--- config.mk ---
export PLATFORM = sky130hd
export DESIGN_NAME = scg_top
export DESIGN_NICKNAME = d
export VERILOG_FILES = /design/src/design/scg_pkg.sv /design/src/design/scg_sync.sv /design/src/design/scg_top.sv
export SDC_FILE = /design/constraint.sdc
export NUM_CORES = 1
export LEC_CHECK = 0
export BUFFER_PORTS_ARGS = -buffer_cell sky130_fd_sc_hd__buf_4
export CAP_MARGIN = 20
export CORE_MARGIN = 10
export CORE_UTILIZATION = 50
export DETAILED_ROUTE_END_ITERATION = 6
export PLACE_DENSITY = 0.81
export SLEW_MARGIN = 0
export SYNTH_ARGS = -nofsm -noshare
export SYNTH_HDL_FRONTEND = slang
export SYNTH_HIERARCHICAL = 1
export SYNTH_SLANG_ARGS = --single-unit
--- constraint.sdc ---
create_clock -name CLOCK_I -period 3.7 [get_ports CLOCK_I]
set_clock_uncertainty 0.15 [all_clocks]
set_input_delay 0.74 -clock CLOCK_I [delete_from_list [all_inputs] [get_ports CLOCK_I]]
set_output_delay 0.74 -clock CLOCK_I [all_outputs]
set_load 0.1 [all_outputs]
--- src/design/scg_pkg.sv ---
// Package of constants for the system clock generation block
package scg_pkg;
    // ------------------------------------------------------------
    // Register map (byte addresses)
    // ------------------------------------------------------------
    localparam logic [7:0] SCG_TUNING_IDX = 8'h96;
    localparam logic [9:0] SCG_TUNING_ADDR = {SCG_TUNING_IDX, 2'b00};
    localparam logic [9:0] SCG_DIVIDER_ADDR = 10'h000;
    localparam logic [9:0] SCG_STATUS_ADDR = 10'h004;
    localparam logic [9:0] SCG_PORT_ADDR = 10'h008;
    // ------------------------------------------------------------
    // Field positions and reset values
    // ------------------------------------------------------------
    localparam int SCG_CLOCK_OUTPUT_PIN_EN_BIT = 6;
    localparam int SCG_TUNE_W = 6;
    localparam logic [7:0] SCG_DIVIDER_RESET = 8'h00;
    localparam logic [5:0] SCG_TUNE_FACTORY_DEFAULT = 6'h20;
    // ------------------------------------------------------------
    // Wake-up hold counts in oscillator cycles, then settle time in clock cycles
    // ------------------------------------------------------------
    localparam int SCG_WAKE_CRYSTAL_CYCLES = 992;
    localparam int SCG_WAKE_OTHER_CYCLES = 224;
    localparam real SCG_SETTLE_US = 100.0;
    localparam real SCG_CLOCK_MHZ = 125.0;
    localparam int SCG_SETTLE_CYCLES = int'(SCG_SETTLE_US * SCG_CLOCK_MHZ);
    // ------------------------------------------------------------
    // Oscillator source selection
    // ------------------------------------------------------------
    typedef enum logic [2:0]
    {
        SCG_SRC_XTAL_LOW = 3'h0,
        SCG_SRC_XTAL_MED = 3'h1,
        SCG_SRC_XTAL_HIGH = 3'h2,
        SCG_SRC_RC = 3'h3,
        SCG_SRC_WATCHDOG = 3'h4,
        SCG_SRC_EXTERNAL = 3'h7
    } scg_source_type;
endpackage

--- src/design/scg_sync.sv ---
// Two-flop synchroniser for pin-side inputs
`timescale 1ns/1ps
module scg_sync
    import scg_pkg::*;
#(
    parameter int WIDTH = 1
)
(
    // Clock and reset
    input wire logic clk_i,
    input wire logic rst_i,
    // Data
    input wire logic [WIDTH-1:0] d_i,
    output logic [WIDTH-1:0] q_o
);
    logic [WIDTH-1:0] stage1;
    // First stage feeds only the second; resets high so a high pin gives no false rise
    always_ff @(posedge clk_i)
    begin
        if (rst_i)
        begin
            stage1 <= '1;
            q_o <= '1;
        end
        else
        begin
            stage1 <= d_i;
            q_o <= stage1;
        end
    end
endmodule // scg_sync

--- src/design/scg_top.sv ---
// System clock generation: source select, divider, clock output, tuning register
//
// Chosen here: register access over AHB-Lite.
`timescale 1ns/1ps
module scg_top
    import scg_pkg::*;
#(
    parameter int SETTLE_CYCLES = SCG_SETTLE_CYCLES,
    parameter int DIV_MAX = 256
)
(
    // Clock and reset
    input wire logic CLOCK_I,
    input wire logic SRST_I,
    input wire logic POR_I,
    // Nonvolatile configuration
    input wire logic [2:0] OSC_SOURCE_CFG_I,
    input wire logic RTC_USES_CRYSTAL_I,
    input wire logic [5:0] TUNE_FACTORY_I,
    // Raw oscillator sources
    input wire logic CRYSTAL_INPUT_PIN_I,
    input wire logic INTERNAL_RC_CLOCK_I,
    input wire logic WATCHDOG_OSC_I,
    // Wake request
    input wire logic WAKE_I,
    // Second crystal pin port function
    input wire logic PORT_OUT_I,
    input wire logic PORT_OE_I,
    output logic CRYSTAL_OUTPUT_PIN_O,
    output logic CRYSTAL_OUTPUT_PIN_OE_O,
    // Derived clock enables and trim
    output logic CPU_CLOCK_EN_O,
    output logic MACHINE_CYCLE_O,
    output logic PERIPH_CLOCK_EN_O,
    output logic CPU_HELD_O,
    output logic [5:0] RC_TUNE_O,
    output logic XTAL_RANGE_VALID_O,
    // AHB-Lite slave
    input wire logic HSEL,
    input wire logic [31:0] HADDR,
    input wire logic [1:0] HTRANS,
    input wire logic HWRITE,
    input wire logic [2:0] HSIZE,
    input wire logic [31:0] HWDATA,
    input wire logic HREADY,
    output logic [31:0] HRDATA,
    output logic HREADYOUT,
    output logic HRESP
);
    // Elaboration checks: the divider register is eight bits wide
    if (DIV_MAX < 1 || DIV_MAX > 256)
    begin : g_div_check
        $error("DIV_MAX out of range");
    end
    if (SETTLE_CYCLES < 1)
    begin : g_settle_check
        $error("SETTLE_CYCLES must be positive");
    end

    // ------------------------------------------------------------
    // Source decode
    // ------------------------------------------------------------
    function automatic logic is_crystal(input logic [2:0] s);
        is_crystal = (s == SCG_SRC_XTAL_LOW) || (s == SCG_SRC_XTAL_MED) ||
            (s == SCG_SRC_XTAL_HIGH);
    endfunction

    // config latch
    // Source follows OSC_SOURCE_CFG_I every cycle outside reset; system reset loads the RC source
    logic [2:0] source;
    always_ff @(posedge CLOCK_I)
    begin
        if (SRST_I)
            source <= SCG_SRC_RC;
        else
            source <= OSC_SOURCE_CFG_I;
    end

    assign XTAL_RANGE_VALID_O = is_crystal(source) || source == SCG_SRC_RC ||
        source == SCG_SRC_WATCHDOG || source == SCG_SRC_EXTERNAL;

    // ------------------------------------------------------------
    // Oscillator synchronisation and selection
    // ------------------------------------------------------------
    logic [2:0] osc_sync;
    scg_sync #(.WIDTH(3)) u_sync
    (
        .clk_i(CLOCK_I),
        .rst_i(SRST_I),
        .d_i({WATCHDOG_OSC_I, INTERNAL_RC_CLOCK_I, CRYSTAL_INPUT_PIN_I}),
        .q_o(osc_sync)
    );

    logic osc_level;
    always_comb
    begin
        case (source)
            SCG_SRC_XTAL_LOW, SCG_SRC_XTAL_MED, SCG_SRC_XTAL_HIGH,
            SCG_SRC_EXTERNAL: osc_level = osc_sync[0];
            SCG_SRC_RC: osc_level = osc_sync[1];
            SCG_SRC_WATCHDOG: osc_level = osc_sync[2];
            default: osc_level = osc_sync[1];
        endcase
    end

    // Rising edge of the chosen oscillator is one oscillator tick
    // Starts high like the synchroniser, so leaving reset never fakes a tick
    logic osc_prev;
    logic osc_tick;
    always_ff @(posedge CLOCK_I)
    begin
        if (SRST_I)
            osc_prev <= 1'b1;
        else
            osc_prev <= osc_level;
    end
    assign osc_tick = osc_level & ~osc_prev;

    // ------------------------------------------------------------
    // Registers
    // ------------------------------------------------------------
    logic [7:0] divider;
    logic clock_output_pin_en;
    logic [5:0] tune;
    logic wr_pend;
    logic [9:0] wr_addr;
    logic bus_go;
    assign bus_go = HSEL && HREADY && HTRANS[1];

    // Address phase capture
    always_ff @(posedge CLOCK_I)
    begin
        if (SRST_I)
        begin
            wr_pend <= 1'b0;
            wr_addr <= 10'h000;
        end
        else
        begin
            wr_pend <= bus_go && HWRITE;
            wr_addr <= HADDR[9:0];
        end
    end

    // divider register
    // Counter compares against it at once, so a write can cut the current divider cycle short
    always_ff @(posedge CLOCK_I)
    begin
        if (SRST_I)
            divider <= SCG_DIVIDER_RESET;
        else if (wr_pend && wr_addr == SCG_DIVIDER_ADDR)
            divider <= HWDATA[7:0];
    end

    // tuning layout
    // Only power-on reset and bus writes touch this register; system reset leaves it
    always_ff @(posedge CLOCK_I)
    begin
        if (POR_I)
        begin
            tune <= TUNE_FACTORY_I;
            clock_output_pin_en <= 1'b0;
        end
        else if (wr_pend && wr_addr == SCG_TUNING_ADDR)
        begin
            tune <= HWDATA[SCG_TUNE_W-1:0];
            clock_output_pin_en <= HWDATA[SCG_CLOCK_OUTPUT_PIN_EN_BIT];
        end
    end
    assign RC_TUNE_O = tune;

    // ------------------------------------------------------------
    // Wake-up hold
    // ------------------------------------------------------------
    typedef enum logic [1:0] {SCG_WAKE_OSC, SCG_WAKE_SETTLE, SCG_WAKE_RUN} scg_wake_type;
    scg_wake_type wake_state;
    logic [31:0] wake_cnt;
    always_ff @(posedge CLOCK_I)
    begin
        if (SRST_I)
        begin
            wake_state <= SCG_WAKE_OSC;
            wake_cnt <= 32'h00000000;
        end
        else
        begin
            case (wake_state)
                SCG_WAKE_OSC:
                begin
                    if (osc_tick)
                    begin
                        if (wake_cnt + 32'h1 >= (is_crystal(source) ?
                            32'(SCG_WAKE_CRYSTAL_CYCLES) : 32'(SCG_WAKE_OTHER_CYCLES)))
                        begin
                            wake_state <= SCG_WAKE_SETTLE;
                            wake_cnt <= 32'h00000000;
                        end
                        else
                            wake_cnt <= wake_cnt + 32'h1;
                    end
                end
                SCG_WAKE_SETTLE:
                begin
                    if (wake_cnt + 32'h1 >= 32'(SETTLE_CYCLES))
                    begin
                        wake_state <= SCG_WAKE_RUN;
                        wake_cnt <= 32'h00000000;
                    end
                    else
                        wake_cnt <= wake_cnt + 32'h1;
                end
                SCG_WAKE_RUN:
                begin
                    if (WAKE_I)
                        wake_state <= SCG_WAKE_OSC;
                end
                default: wake_state <= SCG_WAKE_OSC;
            endcase
        end
    end
    assign CPU_HELD_O = (wake_state != SCG_WAKE_RUN);

    // ------------------------------------------------------------
    // CPU clock divider: factor = divider value + 1
    // ------------------------------------------------------------
    logic [7:0] div_cnt;
    logic cpu_tick;
    always_ff @(posedge CLOCK_I)
    begin
        if (SRST_I)
            div_cnt <= 8'h00;
        else if (osc_tick)
            div_cnt <= (div_cnt >= divider) ? 8'h00 : div_cnt + 8'h01;
    end
    assign cpu_tick = osc_tick && (div_cnt >= divider) && !CPU_HELD_O;

    logic phase;
    always_ff @(posedge CLOCK_I)
    begin
        if (SRST_I)
            phase <= 1'b0;
        else if (cpu_tick)
            phase <= ~phase;
    end

    // Registered enables; each is one-cycle pulse per CPU or peripheral tick
    always_ff @(posedge CLOCK_I)
    begin
        if (SRST_I)
        begin
            CPU_CLOCK_EN_O <= 1'b0;
            MACHINE_CYCLE_O <= 1'b0;
            PERIPH_CLOCK_EN_O <= 1'b0;
        end
        else
        begin
            CPU_CLOCK_EN_O <= cpu_tick;
            MACHINE_CYCLE_O <= cpu_tick && phase;
            PERIPH_CLOCK_EN_O <= cpu_tick && phase;
        end
    end

    // ------------------------------------------------------------
    // Clock output on the second crystal pin
    // ------------------------------------------------------------
    // crystal unused
    logic clock_output_pin_allowed;
    assign clock_output_pin_allowed = !is_crystal(source) && !RTC_USES_CRYSTAL_I;

    // glitch-free gate
    // Enable only changes while the output sits low, so no short pulse
    logic clock_output_pin_active;
    logic clock_output_pin_level;
    always_ff @(posedge CLOCK_I)
    begin
        if (SRST_I)
        begin
            clock_output_pin_active <= 1'b0;
            clock_output_pin_level <= 1'b0;
        end
        else
        begin
            if (!clock_output_pin_level)
                clock_output_pin_active <= clock_output_pin_en && clock_output_pin_allowed;
            if (clock_output_pin_active)
                clock_output_pin_level <= phase;
            else
                clock_output_pin_level <= 1'b0;
        end
    end

    always_ff @(posedge CLOCK_I)
    begin
        if (SRST_I)
        begin
            CRYSTAL_OUTPUT_PIN_O <= 1'b0;
            CRYSTAL_OUTPUT_PIN_OE_O <= 1'b0;
        end
        else if (clock_output_pin_active)
        begin
            CRYSTAL_OUTPUT_PIN_O <= clock_output_pin_level;
            CRYSTAL_OUTPUT_PIN_OE_O <= 1'b1;
        end
        else
        begin
            CRYSTAL_OUTPUT_PIN_O <= PORT_OUT_I;
            CRYSTAL_OUTPUT_PIN_OE_O <= PORT_OE_I && !is_crystal(source);
        end
    end

    // ------------------------------------------------------------
    // Read data; unused bits read zero
    // ------------------------------------------------------------
    always_ff @(posedge CLOCK_I)
    begin
        if (SRST_I)
            HRDATA <= 32'h00000000;
        else if (bus_go && !HWRITE)
        begin
            case (HADDR[9:0])
                SCG_TUNING_ADDR: HRDATA <= {25'h0, clock_output_pin_en, tune};
                SCG_DIVIDER_ADDR: HRDATA <= {24'h0, divider};
                SCG_STATUS_ADDR: HRDATA <= {27'h0, clock_output_pin_active, CPU_HELD_O, source};
                default: HRDATA <= 32'h00000000;
            endcase
        end
    end
    assign HREADYOUT = 1'b1;
    assign HRESP = 1'b0;
endmodule // scg_top

==> impl_metrics.toml <==
[detailed_routing]
first_pass_iters = 4
viasPerCell = 5.43
drt_iter0_drc = 269
drc_errors = 0
ant_nets = 0
wl_per_cell_um = 15.7
vias = 3933
routed_wl_mm = 11.3

[global_routing]
grt_first_pass_wirelength_mm = 19.1
antenna_found_initial = 0
grt_max_degree = 49
grt_use_met2_pct = 25.3
grt_pass1_vias = 3870
track_usage_pct = 15.7
grt_util_met3_pct = 4.71
grt.met1_usage_pct = 19.7
busiest_layer = "met2"
grt-ovfl-total = 0

[min_path]
worst_hold_startpoint = "u_sync/stage1[2]"
min_path_type = "register to register"

[clock_network]
postCtsSetupRepairBufs = 0
cts_tree = "yes"
hold_buffers = 0
postCtsResizedCells = 0
clkSlewWorstSetupHoldPaths_ns = 0.10
insertion_delay_ns = 0.38
clk_path_buf_depth = 2
cts_made_buffers = 9
cts-root-buf = "clkbuf_8"
h-tree-depth = 3
clock_sinks = 93

[logic_synthesis]
syn_area_sq_mm = 0.00486
yosys-top-cells-area = "dfxtp_1 36%, buf_4 4.9%, edfxtp_1 3.7%"
netlist-cell-type-count = 64
synth_edf_count = 6
yosysTopAreaCellShare_pct = 35.8
synth_ff_type = "dfxtp_1"
syn_inst = 534
ys_seq_area_share_pct = 39.6
synthArstFlopShare_pct = 0
synth_most_common_cell = "dfxtp_1"
yosys_warnings = 6
yosysTopAreaCell = "dfxtp_1"
ys_ff_latch = 93
synth_common_cells = "87 x dfxtp_1, 39 x nor2_1, 38 x nand2_1, 32 x buf_4, 24 x and2_1"
syn_area_per_cell_sq_um = 9.10

[worst_setup_path]
cp_common_cell = "ha_1"
worstSetupEndpointType = "register"
crit_type = "register to register"
critPathMaxStageDelay_ns = 0.56
startpoint_type = "register"
cp_data_required_time_ns = 3.85
r2r-start = "wake_cnt[1]"
cp_max_fo = 9
crit_path_top_delay_cell = "or4b_1"
path_cells = "ha_1, nand3_2, nor2_1, xor2_1, ha_1, and4b_1, a221oi_1, maj3_1, nand4_1, and3b_1, or4b_1, o211ai_2"
worst-endpoint-arrival_ns = 3.55
critPathLaunch = "wake_cnt[1]"

[timing]
finalMaxSlewViolations = 0
tns_ns = 0
setup_viol = 0
finalCritPeriodShare_pct = 91.8
timing.slew.headroom_pct = 30.5
hold_viol = 0
worst_pin_slew_ns = 1.03
period_needed_ns = 3.40
rsz0062_at_grt = "false"
worst_slack_ns = 0.303
max_freq_ghz = 0.294

[floorplan]
pin_count = 138
core_area_sq_mm = 0.00937
fp-row-count = 35
die_w_um = 119
initial_utilization_pct = 51.8
die_height_um = 119
die_area_sq_mm = 0.0141

[power]
max-vdd-ir-drop_mv = 0.225
p_sw_share_pct = 33.7
power_frac_clock_pct = 32.3
p_sw_w = 0.000708
p_comb_share_pct = 17.5
internal_power_w = 0.00139
p_leak_nw = 2.26
p_seq_share_pct = 50.2
power_density_mw_per_mm2 = 380

[placement]
dp.cells = 708
portBuffers = 61
post-dp-hpwl_mm = 8.57
gp_congestion = 0.934
place_ws_ns = 0.376
placed_cell_area_sq_mm = 0.00533

[run]
max-cap-violations = 0

[cells_and_area]
fin_util_pct = 59.0
multi_input_area_sq_mm = 0.00264
area_delta_synth_final_pct = 13.8
fin_area_sq_mm = 0.00553
drive_above_1_share_pct = 20.0
fill_cells = 842
diodes = 0
stdcell_count = 724
seqCellArea_sq_mm = 0.00192
layout.nets = 693

[run_status]
status = "completed"
power by group through the flow:
stage                     clock network, W  registers (W)  logic [W]
after floorplan                          0        0.00113   0.000240
after global placement                   0        0.00108   0.000357
after detailed placement                 0        0.00108   0.000364
after CTS                         0.000689        0.00105   0.000365
after global routing              0.000728        0.00106   0.000388
final                             0.000678        0.00105   0.000366
path summary, 6_finish.rpt:
check        slack [ns]  depth (start not counted)             to
max                0.30                         12    wake_cnt[3]
min                0.26                          1  u_sync/q_o[2]
max reg2reg        0.30                         12    wake_cnt[3]
min reg2reg        0.26                          1  u_sync/q_o[2]
cells by family after synthesis:
| family | after synthesis | synth area share (%) |
|---|---|---|
| and+or+nand+nor | 228 | 27.3 |
| muxes | 25 | 5.38 |
| adders and majority gates | 13 | 3.30 |
| buffers and inverters | 66 | 7.91 |
| DFF | 93 | 39.6 |
| AOI/OAI and AO/OA | 81 | 11.7 |
| xor gates and xnor gates | 26 | 4.69 |
| other | 2 | 0.155 |
per-stage QoR:
| step | total power [W] | hold slack (ns) |
|---|---|---|
| 3_5_place_dp | 0.00144 | 0.241 |
| 2_1_floorplan | 0.00137 | 0.233 |
| 4_1_cts | 0.00211 | 0.266 |
| 3_3_place_gp | 0.00143 | 0.237 |
| 5_1_grt | 0.00217 | 0.296 |
| 6_report | 0.00210 | 0.262 |
layer usage:
layer / up-vias / share of wire (%) / wire, um
li1: 1956 / - / -
met1: 1845 / 44 / 5020
met2: 117 / 48 / 5420
met3: 15 / 6.2 / 698
met4: 0 / 1.8 / 200
met5: - / 0 / 0
registers in the layout, summed over array words and instances, names as in the netlist, 2 cells and up:
name	count
RC_TUNE_O	6
div_cnt	8
u_sync/q_o	3
wake_state	2
HRDATA	8
source	3
wake_cnt	32
wr_addr	10
u_sync/stage1	3
divider	8
area by class of cell:
class,count,share of cell area (%)
clock buffers,9,2.24
clock inverters,7,1.38
inverters,14,0.951
multi-input cells,399,47.8
flip-flops and latches,93,34.8
well taps,129,2.92
repair buffers,73,9.92
layout by cell type (no fill, tap or decap), types with 9 or more instances in the layout:
master,netlist,routed
dfxtp_1,87,87
buf_4,32,73
nor2_1,39,39
nand2_1,38,38
conb_1,2,26
and2_1,24,24
nor2b_1,17,17
mux2i_1,16,16
xor2_1,15,15
nand4_1,15,15
inv_1,13,13
o21ai_0,12,12
ha_1,12,12
a21oi_1,11,11
nand2b_1,11,11
nand3_1,11,11
and3_1,11,11
xnor2_1,11,11
a211oi_1,11,11
mux2_2,9,9
nor4_1,9,9
nor3_1,9,9
a21o_1,9,9
clkbuf_8,0,9
worst max-delay path, delay by kind of cell (launching register included):
family / cells / cell delay, ns
flip-flops: 1 / 0.35
AND/OR/NAND/NOR: 6 / 1.47
XOR/XNOR: 1 / 0.21
AO/OA/AOI/OAI: 2 / 0.33
adder cells (fa/ha/maj): 3 / 0.80
Note: power is estimated with default switching activity, not from simulation.
